<file path="config.mk">
export PLATFORM = sky130hd
export DESIGN_NAME = mits_top
export DESIGN_NICKNAME = d
export VERILOG_FILES = /design/src/mits_cb_store.sv /design/src/mits_top.sv
export SDC_FILE = /design/constraint.sdc
export NUM_CORES = 2
export LEC_CHECK = 0
export BUFFER_PORTS_ARGS = -buffer_cell sky130_fd_sc_hd__buf_2
export CAP_MARGIN = 20
export CORE_MARGIN = 2
export CORE_UTILIZATION = 40
export DETAILED_ROUTE_END_ITERATION = 10
export PLACE_DENSITY = 0.56
export SLEW_MARGIN = 20
export SYNTH_ARGS = -nofsm -noshare
export SYNTH_HDL_FRONTEND = slang
export SYNTH_HIERARCHICAL = 1
export SYNTH_SLANG_ARGS = --single-unit
</file>
<file path="constraint.sdc">
create_clock -name CORE_CLK_IN -period 4 [get_ports CORE_CLK_IN]
set_input_delay 1.2 -clock CORE_CLK_IN [delete_from_list [all_inputs] [get_ports CORE_CLK_IN]]
set_output_delay 1.2 -clock CORE_CLK_IN [all_outputs]
set_load 0.005 [all_outputs]
</file>
<file path="src/mits_cb_store.sv">
// Package of shared constants and the control-block store module
package mits_pkg;
    localparam int NUM_SRC = 15;
    localparam int CB_BYTES = 8;
    // Register byte offsets
    localparam logic [8:0] OFS_CTRL = 9'h000;
    localparam logic [8:0] OFS_MASK_LOW = 9'h004;
    localparam logic [8:0] OFS_MASK_HIGH = 9'h008;
    localparam logic [8:0] OFS_ASSIGN = 9'h00C;
    localparam logic [8:0] OFS_SOFT_EN = 9'h010;
    localparam logic [8:0] OFS_PENDING = 9'h014;
    localparam logic [8:0] OFS_IRQ_STATUS = 9'h018;
    localparam logic [8:0] OFS_IRQ_CLEAR = 9'h01C;
    localparam logic [8:0] OFS_IRQ_ENABLE = 9'h020;
    localparam logic [8:0] OFS_CB_BASE = 9'h100;
    localparam logic [8:0] OFS_CB_END = 9'h178;
    // Split of per-source server enables over the two mask registers
    localparam int MASK_LOW_BITS = 8;
    // Vector bases
    localparam logic [15:0] SOFT_VEC_LOW_BASE = 16'h2000;
    localparam logic [15:0] SOFT_VEC_HIGH_BASE = 16'h2020;
    localparam logic [15:0] SRV_VEC_BASE = 16'h2040;
    // Transfer mode codes in bits 7:5 of the mode control byte
    localparam logic [2:0] MODE_SINGLE = 3'h0;
    localparam logic [2:0] MODE_INPUT = 3'h1;
    localparam logic [2:0] MODE_OUTPUT = 3'h3;
    localparam logic [2:0] MODE_BLOCK = 3'h4;
    localparam logic [2:0] MODE_SCAN = 3'h6;
    localparam int MODE_MSB = 7;
    localparam int MODE_LSB = 5;
    // Status bit positions
    localparam int STS_RUN_DONE = 0;
    localparam int STS_MODE_ERR = 1;
    localparam int STS_BITS = 2;
    // Server write mask: count byte and both pointer words
    localparam logic [7:0] CB_WB_MASK = 8'h3D;
    // Reset values
    localparam logic [31:0] RST_WORD = 32'h0000_0000;

    // Highest-numbered requesting source
    function automatic logic [4:0] pick(input logic [NUM_SRC-1:0] req);
        logic [4:0] r;
        r = 5'h00;
        for (int i = 0; i < NUM_SRC; i++)
        begin
            if (req[i])
            begin
                r = {1'b1, 4'(i)};
            end
        end
        return r;
    endfunction

    // Software routine vector of a source
    function automatic logic [15:0] soft_vec(input logic [3:0] idx);
        return ((idx < 4'(MASK_LOW_BITS)) ? SOFT_VEC_LOW_BASE : SOFT_VEC_HIGH_BASE) + {11'h000, idx, 1'b0};
    endfunction

    // Server control-block pointer vector of a source
    function automatic logic [15:0] srv_vec(input logic [3:0] idx);
        return SRV_VEC_BASE + {11'h000, idx, 1'b0};
    endfunction
endpackage

`timescale 1ns/1ps
module mits_cb_store #(
    parameter int NUM_BLK = 15
) (
    input wire logic clk_in,
    input wire logic arst_n_in,
    input wire logic bus_we_in,
    input wire logic [4:0] bus_word_in,
    input wire logic [3:0] bus_be_in,
    input wire logic [31:0] bus_wdata_in,
    output logic [31:0] bus_rdata_out,
    input wire logic [3:0] srv_idx_in,
    input wire logic srv_we_in,
    input wire logic [7:0] srv_mask_in,
    input wire logic [63:0] srv_wdata_in,
    output logic [63:0] srv_rdata_out
);
    logic [63:0] mem [NUM_BLK];
    logic [63:0] next_mem [NUM_BLK];

    // Elaboration check of the block count
    if (NUM_BLK < 1 || NUM_BLK > 16)
    begin : g_bad_blk
        $error("NUM_BLK out of range");
    end

    // Read ports
    always_comb
    begin
        bus_rdata_out = bus_word_in[0] ? mem[bus_word_in[4:1]][63:32] : mem[bus_word_in[4:1]][31:0];
        srv_rdata_out = mem[srv_idx_in];
    end

    // Byte writes; server bytes win over a bus byte in the same cycle
    always_comb
    begin
        for (int b = 0; b < NUM_BLK; b++)
        begin
            next_mem[b] = mem[b];
            for (int k = 0; k < 8; k++)
            begin
                if (bus_we_in && bus_word_in[4:1] == 4'(b) && bus_word_in[0] == k[2] && bus_be_in[k[1:0]])
                begin
                    next_mem[b][k*8 +: 8] = bus_wdata_in[k[1:0]*8 +: 8];
                end
                if (srv_we_in && srv_idx_in == 4'(b) && srv_mask_in[k])
                begin
                    next_mem[b][k*8 +: 8] = srv_wdata_in[k*8 +: 8];
                end
            end
        end
    end

    // Storage
    always_ff @(posedge clk_in or negedge arst_n_in)
    begin
        if (!arst_n_in)
        begin
            for (int b = 0; b < NUM_BLK; b++)
            begin
                mem[b] <= 64'h0000_0000_0000_0000;
            end
        end
        else
        begin
            mem <= next_mem;
        end
    end
endmodule

</file>
<file path="src/mits_top.sv">
// Interrupt dispatcher with microcoded transaction server
//
// Functional notes
// - A pending source goes to the routine path or the server by its assignment.
// - Server service raises no vector request, leaving stack and status word alone.
// - A server cycle takes a few clocks: select, load, transfer, write back.
// - Every source has a fixed software vector and a fixed server vector.
// - Single, block, scan, output and input transfer modes are supported.
// - Each server service reads the eight-byte control block of its source.
// - Block bytes: count, mode control, pointer word, pointer word, block size.
// - Mode control bits 7:5 pick the mode; codes 010, 101 and 111 are reserved.
// - A global enable, set and cleared by two instructions, gates all server service.
// - Server service needs both the global enable and the source's own enable.
// - Per-source server enables sit in the low and high interrupt mask registers.
`timescale 1ns/1ps
module mits_top (
    input wire logic CORE_CLK_IN,
    input wire logic ARST_N_IN,
    input wire logic [8:0] AVS_ADDRESS_IN,
    input wire logic AVS_READ_IN,
    input wire logic AVS_WRITE_IN,
    input wire logic [31:0] AVS_WRITEDATA_IN,
    input wire logic [3:0] AVS_BYTEENABLE_IN,
    output logic [31:0] AVS_READDATA_OUT,
    output logic AVS_WAITREQUEST_OUT,
    input wire logic [mits_pkg::NUM_SRC-1:0] SRC_EVENT_IN,
    input wire logic SRV_ENABLE_INSTR_IN,
    input wire logic SRV_DISABLE_INSTR_IN,
    input wire logic VEC_ACK_IN,
    output logic VEC_REQ_OUT,
    output logic [15:0] VEC_ADDR_OUT,
    input wire logic XFER_ACK_IN,
    output logic XFER_REQ_OUT,
    output logic [15:0] XFER_SRC_OUT,
    output logic [15:0] XFER_DST_OUT,
    output logic [2:0] XFER_MODE_OUT,
    output logic [15:0] SRV_VEC_OUT,
    output logic SRV_BUSY_OUT,
    output logic GLOBAL_ENABLE_OUT,
    output logic IRQ_OUT
);
    localparam int N = mits_pkg::NUM_SRC;
    localparam int MASK_HI_LSB = mits_pkg::MASK_LOW_BITS;

    typedef enum logic [1:0] {S_IDLE, S_LOAD, S_XFER, S_UPDATE} mits_state_t;

    mits_state_t state, next_state;
    logic [3:0] cur, next_cur;
    logic [7:0] cnt, next_cnt;
    logic [2:0] mode, next_mode;
    logic [15:0] p1, next_p1;
    logic [15:0] p2, next_p2;
    logic [7:0] units, next_units;
    logic glob, next_glob;
    logic [7:0] mask_lo, next_mask_lo;
    logic [N-MASK_HI_LSB-1:0] mask_hi, next_mask_hi;
    logic [N-1:0] assign_srv, next_assign_srv;
    logic [N-1:0] soft_en, next_soft_en;
    logic [N-1:0] pend, next_pend;
    logic [1:0] sts, next_sts;
    logic [1:0] ien, next_ien;
    logic irq, next_irq;
    logic vec_req, next_vec_req;
    logic [3:0] vec_idx, next_vec_idx;
    logic [15:0] vec_addr, next_vec_addr;
    logic xreq, next_xreq;
    logic [15:0] xsrc, next_xsrc;
    logic [15:0] xdst, next_xdst;
    logic [15:0] svec, next_svec;
    logic busy, next_busy;
    logic wait_q, next_wait_q;
    logic [31:0] rdata, next_rdata;

    logic [N-1:0] srv_on, srv_cand, soft_cand, pend_clr, pend_set;
    logic [4:0] srv_pick, soft_pick;
    logic [1:0] sts_ev;
    logic bus_wr, bus_rd, cb_hit, srv_we;
    logic [31:0] cb_bus_rdata, wmask;
    logic [63:0] cb_rd, cb_wd;
    logic [4:0] cb_word;
    logic [8:0] cb_off;
    logic [7:0] blk;

    // Source and destination of a transfer unit per mode
    function automatic logic [31:0] route(input logic [2:0] m, input logic [15:0] a, input logic [15:0] b);
        if (m == mits_pkg::MODE_OUTPUT)
        begin
            return {a, 16'h0000};
        end
        if (m == mits_pkg::MODE_INPUT)
        begin
            return {16'h0000, a};
        end
        return {a, b};
    endfunction

    // Control-block storage
    mits_cb_store #(.NUM_BLK(N)) u_cb (
        .clk_in(CORE_CLK_IN),
        .arst_n_in(ARST_N_IN),
        .bus_we_in(bus_wr && cb_hit),
        .bus_word_in(cb_word),
        .bus_be_in(AVS_BYTEENABLE_IN),
        .bus_wdata_in(AVS_WRITEDATA_IN),
        .bus_rdata_out(cb_bus_rdata),
        .srv_idx_in(cur),
        .srv_we_in(srv_we),
        .srv_mask_in(mits_pkg::CB_WB_MASK),
        .srv_wdata_in(cb_wd),
        .srv_rdata_out(cb_rd)
    );

    // Bus decode helpers
    always_comb
    begin
        bus_rd = AVS_READ_IN && wait_q;
        bus_wr = AVS_WRITE_IN && !wait_q;
        cb_off = AVS_ADDRESS_IN - mits_pkg::OFS_CB_BASE;
        cb_word = cb_off[6:2];
        cb_hit = AVS_ADDRESS_IN >= mits_pkg::OFS_CB_BASE && AVS_ADDRESS_IN < mits_pkg::OFS_CB_END;
        wmask = {{8{AVS_BYTEENABLE_IN[3]}}, {8{AVS_BYTEENABLE_IN[2]}}, {8{AVS_BYTEENABLE_IN[1]}},
                 {8{AVS_BYTEENABLE_IN[0]}}};
        srv_on = {mask_hi, mask_lo} & assign_srv & {N{glob}};
        srv_cand = pend & srv_on;
        soft_cand = pend & ~srv_on & soft_en;
        srv_pick = mits_pkg::pick(srv_cand);
        soft_pick = mits_pkg::pick(soft_cand);
        blk = cb_rd[55:48];
        cb_wd = {16'h0000, p2, p1, 8'h00, cnt - 8'h01};
    end

    // Next-state logic
    always_comb
    begin
        next_state = state;
        next_cur = cur;
        next_cnt = cnt;
        next_mode = mode;
        next_p1 = p1;
        next_p2 = p2;
        next_units = units;
        next_glob = glob;
        next_mask_lo = mask_lo;
        next_mask_hi = mask_hi;
        next_assign_srv = assign_srv;
        next_soft_en = soft_en;
        next_sts = sts;
        next_ien = ien;
        next_vec_req = vec_req;
        next_vec_idx = vec_idx;
        next_vec_addr = vec_addr;
        next_xreq = xreq;
        next_xsrc = xsrc;
        next_xdst = xdst;
        next_svec = svec;
        next_busy = busy;
        next_rdata = rdata;
        pend_clr = '0;
        pend_set = '0;
        sts_ev = 2'h0;
        srv_we = 1'b0;
        // One wait cycle per access
        next_wait_q = !((AVS_READ_IN || AVS_WRITE_IN) && wait_q);
        // Register reads captured while waitrequest is high
        if (bus_rd)
        begin
            if (AVS_ADDRESS_IN == mits_pkg::OFS_CTRL)
            begin
                next_rdata = {31'h0, glob};
            end
            else if (AVS_ADDRESS_IN == mits_pkg::OFS_MASK_LOW)
            begin
                next_rdata = {24'h0, mask_lo};
            end
            else if (AVS_ADDRESS_IN == mits_pkg::OFS_MASK_HIGH)
            begin
                next_rdata = {25'h0, mask_hi};
            end
            else if (AVS_ADDRESS_IN == mits_pkg::OFS_ASSIGN)
            begin
                next_rdata = {17'h0, assign_srv};
            end
            else if (AVS_ADDRESS_IN == mits_pkg::OFS_SOFT_EN)
            begin
                next_rdata = {17'h0, soft_en};
            end
            else if (AVS_ADDRESS_IN == mits_pkg::OFS_PENDING)
            begin
                next_rdata = {17'h0, pend};
            end
            else if (AVS_ADDRESS_IN == mits_pkg::OFS_IRQ_STATUS)
            begin
                next_rdata = {30'h0, sts};
            end
            else if (AVS_ADDRESS_IN == mits_pkg::OFS_IRQ_ENABLE)
            begin
                next_rdata = {30'h0, ien};
            end
            else if (cb_hit)
            begin
                next_rdata = cb_bus_rdata;
            end
            else
            begin
                next_rdata = mits_pkg::RST_WORD;
            end
        end
        // Register writes on the accepting edge
        if (bus_wr)
        begin
            if (AVS_ADDRESS_IN == mits_pkg::OFS_CTRL && AVS_BYTEENABLE_IN[0])
            begin
                next_glob = AVS_WRITEDATA_IN[0];
            end
            else if (AVS_ADDRESS_IN == mits_pkg::OFS_MASK_LOW && AVS_BYTEENABLE_IN[0])
            begin
                next_mask_lo = AVS_WRITEDATA_IN[7:0];
            end
            else if (AVS_ADDRESS_IN == mits_pkg::OFS_MASK_HIGH && AVS_BYTEENABLE_IN[0])
            begin
                next_mask_hi = AVS_WRITEDATA_IN[N-MASK_HI_LSB-1:0];
            end
            else if (AVS_ADDRESS_IN == mits_pkg::OFS_ASSIGN)
            begin
                next_assign_srv = (assign_srv & ~wmask[N-1:0]) | (AVS_WRITEDATA_IN[N-1:0] & wmask[N-1:0]);
            end
            else if (AVS_ADDRESS_IN == mits_pkg::OFS_SOFT_EN)
            begin
                next_soft_en = (soft_en & ~wmask[N-1:0]) | (AVS_WRITEDATA_IN[N-1:0] & wmask[N-1:0]);
            end
            else if (AVS_ADDRESS_IN == mits_pkg::OFS_IRQ_CLEAR && AVS_BYTEENABLE_IN[0])
            begin
                next_sts = sts & ~AVS_WRITEDATA_IN[1:0];
            end
            else if (AVS_ADDRESS_IN == mits_pkg::OFS_IRQ_ENABLE && AVS_BYTEENABLE_IN[0])
            begin
                next_ien = AVS_WRITEDATA_IN[1:0];
            end
        end
        // Instructions override a same-cycle bus write
        if (SRV_ENABLE_INSTR_IN)
        begin
            next_glob = 1'b1;
        end
        else if (SRV_DISABLE_INSTR_IN)
        begin
            next_glob = 1'b0;
        end
        // Routine path
        if (vec_req && VEC_ACK_IN)
        begin
            next_vec_req = 1'b0;
            pend_clr[vec_idx] = 1'b1;
        end
        else if (!vec_req && soft_pick[4])
        begin
            next_vec_req = 1'b1;
            next_vec_idx = soft_pick[3:0];
            next_vec_addr = mits_pkg::soft_vec(soft_pick[3:0]);
        end
        // Transaction server; never raises a vector request
        case (state)
            S_IDLE:
            begin
                if (srv_pick[4])
                begin
                    next_cur = srv_pick[3:0];
                    pend_clr[srv_pick[3:0]] = 1'b1;
                    next_svec = mits_pkg::srv_vec(srv_pick[3:0]);
                    next_busy = 1'b1;
                    next_state = S_LOAD;
                end
            end
            S_LOAD:
            begin
                next_cnt = cb_rd[7:0];
                next_mode = cb_rd[8+mits_pkg::MODE_MSB:8+mits_pkg::MODE_LSB];
                next_p1 = cb_rd[31:16];
                next_p2 = cb_rd[47:32];
                next_units = (next_mode == mits_pkg::MODE_SINGLE || next_mode == mits_pkg::MODE_SCAN || blk == 8'h00)
                             ? 8'h01 : blk;
                {next_xsrc, next_xdst} = route(next_mode, next_p1, next_p2);
                if (!(next_mode inside {mits_pkg::MODE_SINGLE, mits_pkg::MODE_INPUT, mits_pkg::MODE_OUTPUT,
                                        mits_pkg::MODE_BLOCK, mits_pkg::MODE_SCAN}))
                begin
                    // Reserved code: leave the server, fall back to the routine
                    next_assign_srv[cur] = 1'b0;
                    pend_set[cur] = 1'b1;
                    sts_ev[mits_pkg::STS_MODE_ERR] = 1'b1;
                    next_busy = 1'b0;
                    next_state = S_IDLE;
                end
                else if (next_cnt == 8'h00)
                begin
                    next_assign_srv[cur] = 1'b0;
                    pend_set[cur] = 1'b1;
                    sts_ev[mits_pkg::STS_RUN_DONE] = 1'b1;
                    next_busy = 1'b0;
                    next_state = S_IDLE;
                end
                else
                begin
                    next_xreq = 1'b1;
                    next_state = S_XFER;
                end
            end
            S_XFER:
            begin
                if (XFER_ACK_IN)
                begin
                    // Pointer stepping per mode
                    if (mode == mits_pkg::MODE_BLOCK)
                    begin
                        next_p1 = p1 + 16'h0001;
                        next_p2 = p2 + 16'h0001;
                    end
                    else if (mode == mits_pkg::MODE_OUTPUT || mode == mits_pkg::MODE_INPUT)
                    begin
                        next_p1 = p1 + 16'h0001;
                    end
                    next_units = units - 8'h01;
                    {next_xsrc, next_xdst} = route(mode, next_p1, next_p2);
                    if (units == 8'h01)
                    begin
                        next_xreq = 1'b0;
                        next_state = S_UPDATE;
                    end
                end
            end
            default:
            begin
                srv_we = 1'b1;
                next_cnt = cnt - 8'h01;
                if (cnt == 8'h01)
                begin
                    next_assign_srv[cur] = 1'b0;
                    pend_set[cur] = 1'b1;
                    sts_ev[mits_pkg::STS_RUN_DONE] = 1'b1;
                end
                next_busy = 1'b0;
                next_state = S_IDLE;
            end
        endcase
        // New events and hardware sets win over clears
        next_pend = (pend & ~pend_clr) | pend_set | SRC_EVENT_IN;
        next_sts = next_sts | sts_ev;
        next_irq = |(next_sts & next_ien);
    end

    // State registers
    always_ff @(posedge CORE_CLK_IN or negedge ARST_N_IN)
    begin
        if (!ARST_N_IN)
        begin
            state <= S_IDLE;
            cur <= '0;
            cnt <= '0;
            mode <= '0;
            p1 <= '0;
            p2 <= '0;
            units <= '0;
            glob <= '0;
            mask_lo <= '0;
            mask_hi <= '0;
            assign_srv <= '0;
            soft_en <= '0;
            pend <= '0;
            sts <= '0;
            ien <= '0;
            irq <= '0;
            vec_req <= '0;
            vec_idx <= '0;
            vec_addr <= '0;
            xreq <= '0;
            xsrc <= '0;
            xdst <= '0;
            svec <= '0;
            busy <= '0;
            wait_q <= 1'b1;
            rdata <= mits_pkg::RST_WORD;
        end
        else
        begin
            state <= next_state;
            cur <= next_cur;
            cnt <= next_cnt;
            mode <= next_mode;
            p1 <= next_p1;
            p2 <= next_p2;
            units <= next_units;
            glob <= next_glob;
            mask_lo <= next_mask_lo;
            mask_hi <= next_mask_hi;
            assign_srv <= next_assign_srv;
            soft_en <= next_soft_en;
            pend <= next_pend;
            sts <= next_sts;
            ien <= next_ien;
            irq <= next_irq;
            vec_req <= next_vec_req;
            vec_idx <= next_vec_idx;
            vec_addr <= next_vec_addr;
            xreq <= next_xreq;
            xsrc <= next_xsrc;
            xdst <= next_xdst;
            svec <= next_svec;
            busy <= next_busy;
            wait_q <= next_wait_q;
            rdata <= next_rdata;
        end
    end

    // Outputs straight from flops
    assign AVS_READDATA_OUT = rdata;
    assign AVS_WAITREQUEST_OUT = wait_q;
    assign VEC_REQ_OUT = vec_req;
    assign VEC_ADDR_OUT = vec_addr;
    assign XFER_REQ_OUT = xreq;
    assign XFER_SRC_OUT = xsrc;
    assign XFER_DST_OUT = xdst;
    assign XFER_MODE_OUT = mode;
    assign SRV_VEC_OUT = svec;
    assign SRV_BUSY_OUT = busy;
    assign GLOBAL_ENABLE_OUT = glob;
    assign IRQ_OUT = irq;
endmodule

</file>
==> metrics.yaml <==
run_status:
  outcome: "complete, no violations"
global_route:
  grt_pass1_wl_microns: 408000
  first_global_vias: 56942
  antenna_found_initial: 22
  grt_use_total_pct: 30.7
  overflow: 0
  grt_max_degree: 97
cts:
  htreeDepth: 4
  insertion_delay_ns: 0.83
  cts_num_sinks: 1157
  clk_pin_slew_ns: 0.06
  cts_buffers: 139
  cts_tree: "yes"
  clockBufferDepth: 3
  clockRootBuffer: "clkbuf_16"
setup_path:
  crit_type: "flop to flop"
  crit_required_ns: 4.69
  rr_startpoint: "cur[0]$_DFFE_PN0P_"
  arrival_ns: 4.54
  crit_path_max_fanout: 27
  crit_path_end_kind: "flop"
  reg2reg_to: "XFER_DST_OUT[14]$_DFFE_PN0P_"
  startpoint_type: "flop"
  reg2reg_depth: 10
  rrSetupSlack_ns: 0.16
placement:
  dpl.hpwl_microns: 194000
  gp_congestion: 0.967
  dp.cells: 9513
  io_buffers: 152
  postPlaceCellArea_sq_um: 76700
floorplan:
  dieArea_sq_um: 179000
  ios: 173
  core_area_sq_um: 176000
  start_util_pct: 40.1
  dieHeight_microns: 424
  die_x_microns: 424
  rows: 154
power:
  power_mw: 30.6
  power.switching_mw: 9.26
  combPwrFrac_pct: 14.2
  power_density_nw_per_um2: 376
  pwr-share-clk_pct: 43.7
  swShare_pct: 30.2
  internal_power_mw: 21.4
  p_seq_share_pct: 42.1
  p_leak_nw: 41.0
  irDropWorstVdd_mv: 0.388
synthesis:
  netlist_instances: 7017
  syn_area_sq_um: 70400
  yosys_warnings: 6
  syn_avg_cell_area_sq_um: 10.0
sta:
  slew_viol_final: 0
  tightest_slew_ns: 1.14
  hold_violations: 0
  period_share_pct: 96.1
  max_freq_mhz: 260
  slew_headroom_pct: 22.1
  rsz0062_at_grt: "no"
  fin_crit_ns: 3.84
  setup_violations: 0
  clock-skew-final_ns: 0.0509
finish:
  layout-drive-gt1-share_pct: 17.8
  final_cell_area_sq_um: 81500
  syn_to_final_growth_pct: 15.7
  final_util_pct: 46.4
  fin_cells: 9777
  nNetsFinal: 7389
worst_hold_path:
  worstHoldEndpoint: "VEC_ADDR_OUT[13]$_DFFE_PN0P_"
  worstHoldStart: "VEC_ADDR_OUT[13]$_DFFE_PN0P_"
  hold_path_class: "flop to flop"
  holdPathStages: 1
detailed_routing:
  routed_wl_microns: 280000
  postRouteAntennaNets: 0
  viasPerCell: 6.07
  wire_per_inst_microns: 28.7
  num_vias: 59374
  drcViolationCount: 0
  dr.first_iter.drc_count: 6606
  dr.pass1.iters: 6
job:
  maxCapViolations: 0
==> routing by layer <==
layer / global-route usage [%] / wire length [microns] / vias to the layer above / share of wire (%)
li1: - / - / 25919 / -
met1: 41.4 / 115000 / 29890 / 41
met2: 47.5 / 127000 / 2887 / 45
met3: 5.47 / 22400 / 656 / 8.0
met4: 15.3 / 15700 / 22 / 5.6
met5: 0 / 161 / - / 0.057
==> worst max-delay path by stage <==
stage	start	end	slack (ns)
after detailed placement	AVS_ADDRESS_IN[5]	AVS_READDATA_OUT[13]$_DFFE_PN0P_	-0.16
after global routing	cur[0]$_DFFE_PN0P_	assign_srv[6]$_DFF_PN0_	0.02
after global placement	AVS_ADDRESS_IN[5]	AVS_READDATA_OUT[13]$_DFFE_PN0P_	-0.13
after CTS	cur[0]$_DFFE_PN0P_	XFER_DST_OUT[15]$_DFFE_PN0P_	0.16
after floorplan	cur[1]$_DFFE_PN0P_	pend[5]$_DFF_PN0_	0.45
final	cur[0]$_DFFE_PN0P_	XFER_DST_OUT[14]$_DFFE_PN0P_	0.16
==> cell type report <==
type	count	area [sq um]
Tap cell	2340	2930
Multi-Input combinational cell	5379	39400
Clock buffer	211	4070
Antenna cell	9	22.5
Sequential cell	1157	29000
Inverter	28	105
Fill cell	16417	94000
Clock inverter	43	692
Timing Repair Buffer	610	5330
==> timing repair <==
item,4_1_cts,5_1_grt
hold endpoints to repair,0,0
endpoints found under the setup margin,0,2
gates resized for setup,0,2
hold buffers,0,0
buffers inserted,0,0
==> layout by cell type (no fill, tap or decap), types with 32 or more instances in the layout <==
master / count
a21oi_1: 439
and2_1: 34
a221oi_1: 60
mux2_2: 33
nand2_1: 928
and3_1: 49
a2111oi_0: 61
buf_2: 148
o21ai_0: 674
mux2i_1: 1285
buf_12: 88
clkbuf_16: 140
o22ai_1: 77
clkbuf_1: 41
nand2_2: 56
conb_1: 205
nor3_1: 32
mux4_2: 332
nand3_1: 56
o21a_1: 41
dfrtp_1: 1152
buf_4: 370
nor2_1: 555
o21ai_1: 94
==> power groups by stage <==
stage                     sequential [mW]  combinational [mW]  clock, mW
after floorplan                      12.9                2.23          0
after global placement               13.1                4.23          0
after detailed placement             13.1                4.28          0
after CTS                            12.9                4.28       13.6
after global routing                 12.9                4.61       14.0
final                                12.9                4.35       13.4
==> stage by stage <==
stage / setup WS, ns / hold WS, ns / TNS [ns]
final: 0.157 / 0.472 / 0
after floorplan: 0.451 / 0.445 / 0
after global routing: 0.0193 / 0.486 / 0
after CTS: 0.160 / 0.473 / 0
after global placement: -0.131 / 0.450 / -0.131
after detailed placement: -0.158 / 0.458 / -0.181
==> sequential cells by signal, summed over array words and instances, names as in the netlist, 8 cells and up, named ones only <==
register          cells
assign_srv           15
XFER_DST_OUT         16
mask_lo               8
p2                   16
pend                 15
p1                   16
u_cb/mem            960
cnt                   8
AVS_READDATA_OUT     32
XFER_SRC_OUT         16
units                 8
==> critical path, stage by stage, from the launching register on <==
cell      delay [ns]
dfrtp_4         0.55
buf_12          0.27
buf_12          0.27
mux4_2          0.63
mux4_2          0.58
nor3b_1         0.18
a21oi_1         0.11
o21ai_0         0.09
a221oi_1        0.62
buf_4           0.27
nor2_1          0.05
No activity file was read; power rests on OpenSTA's default activity.
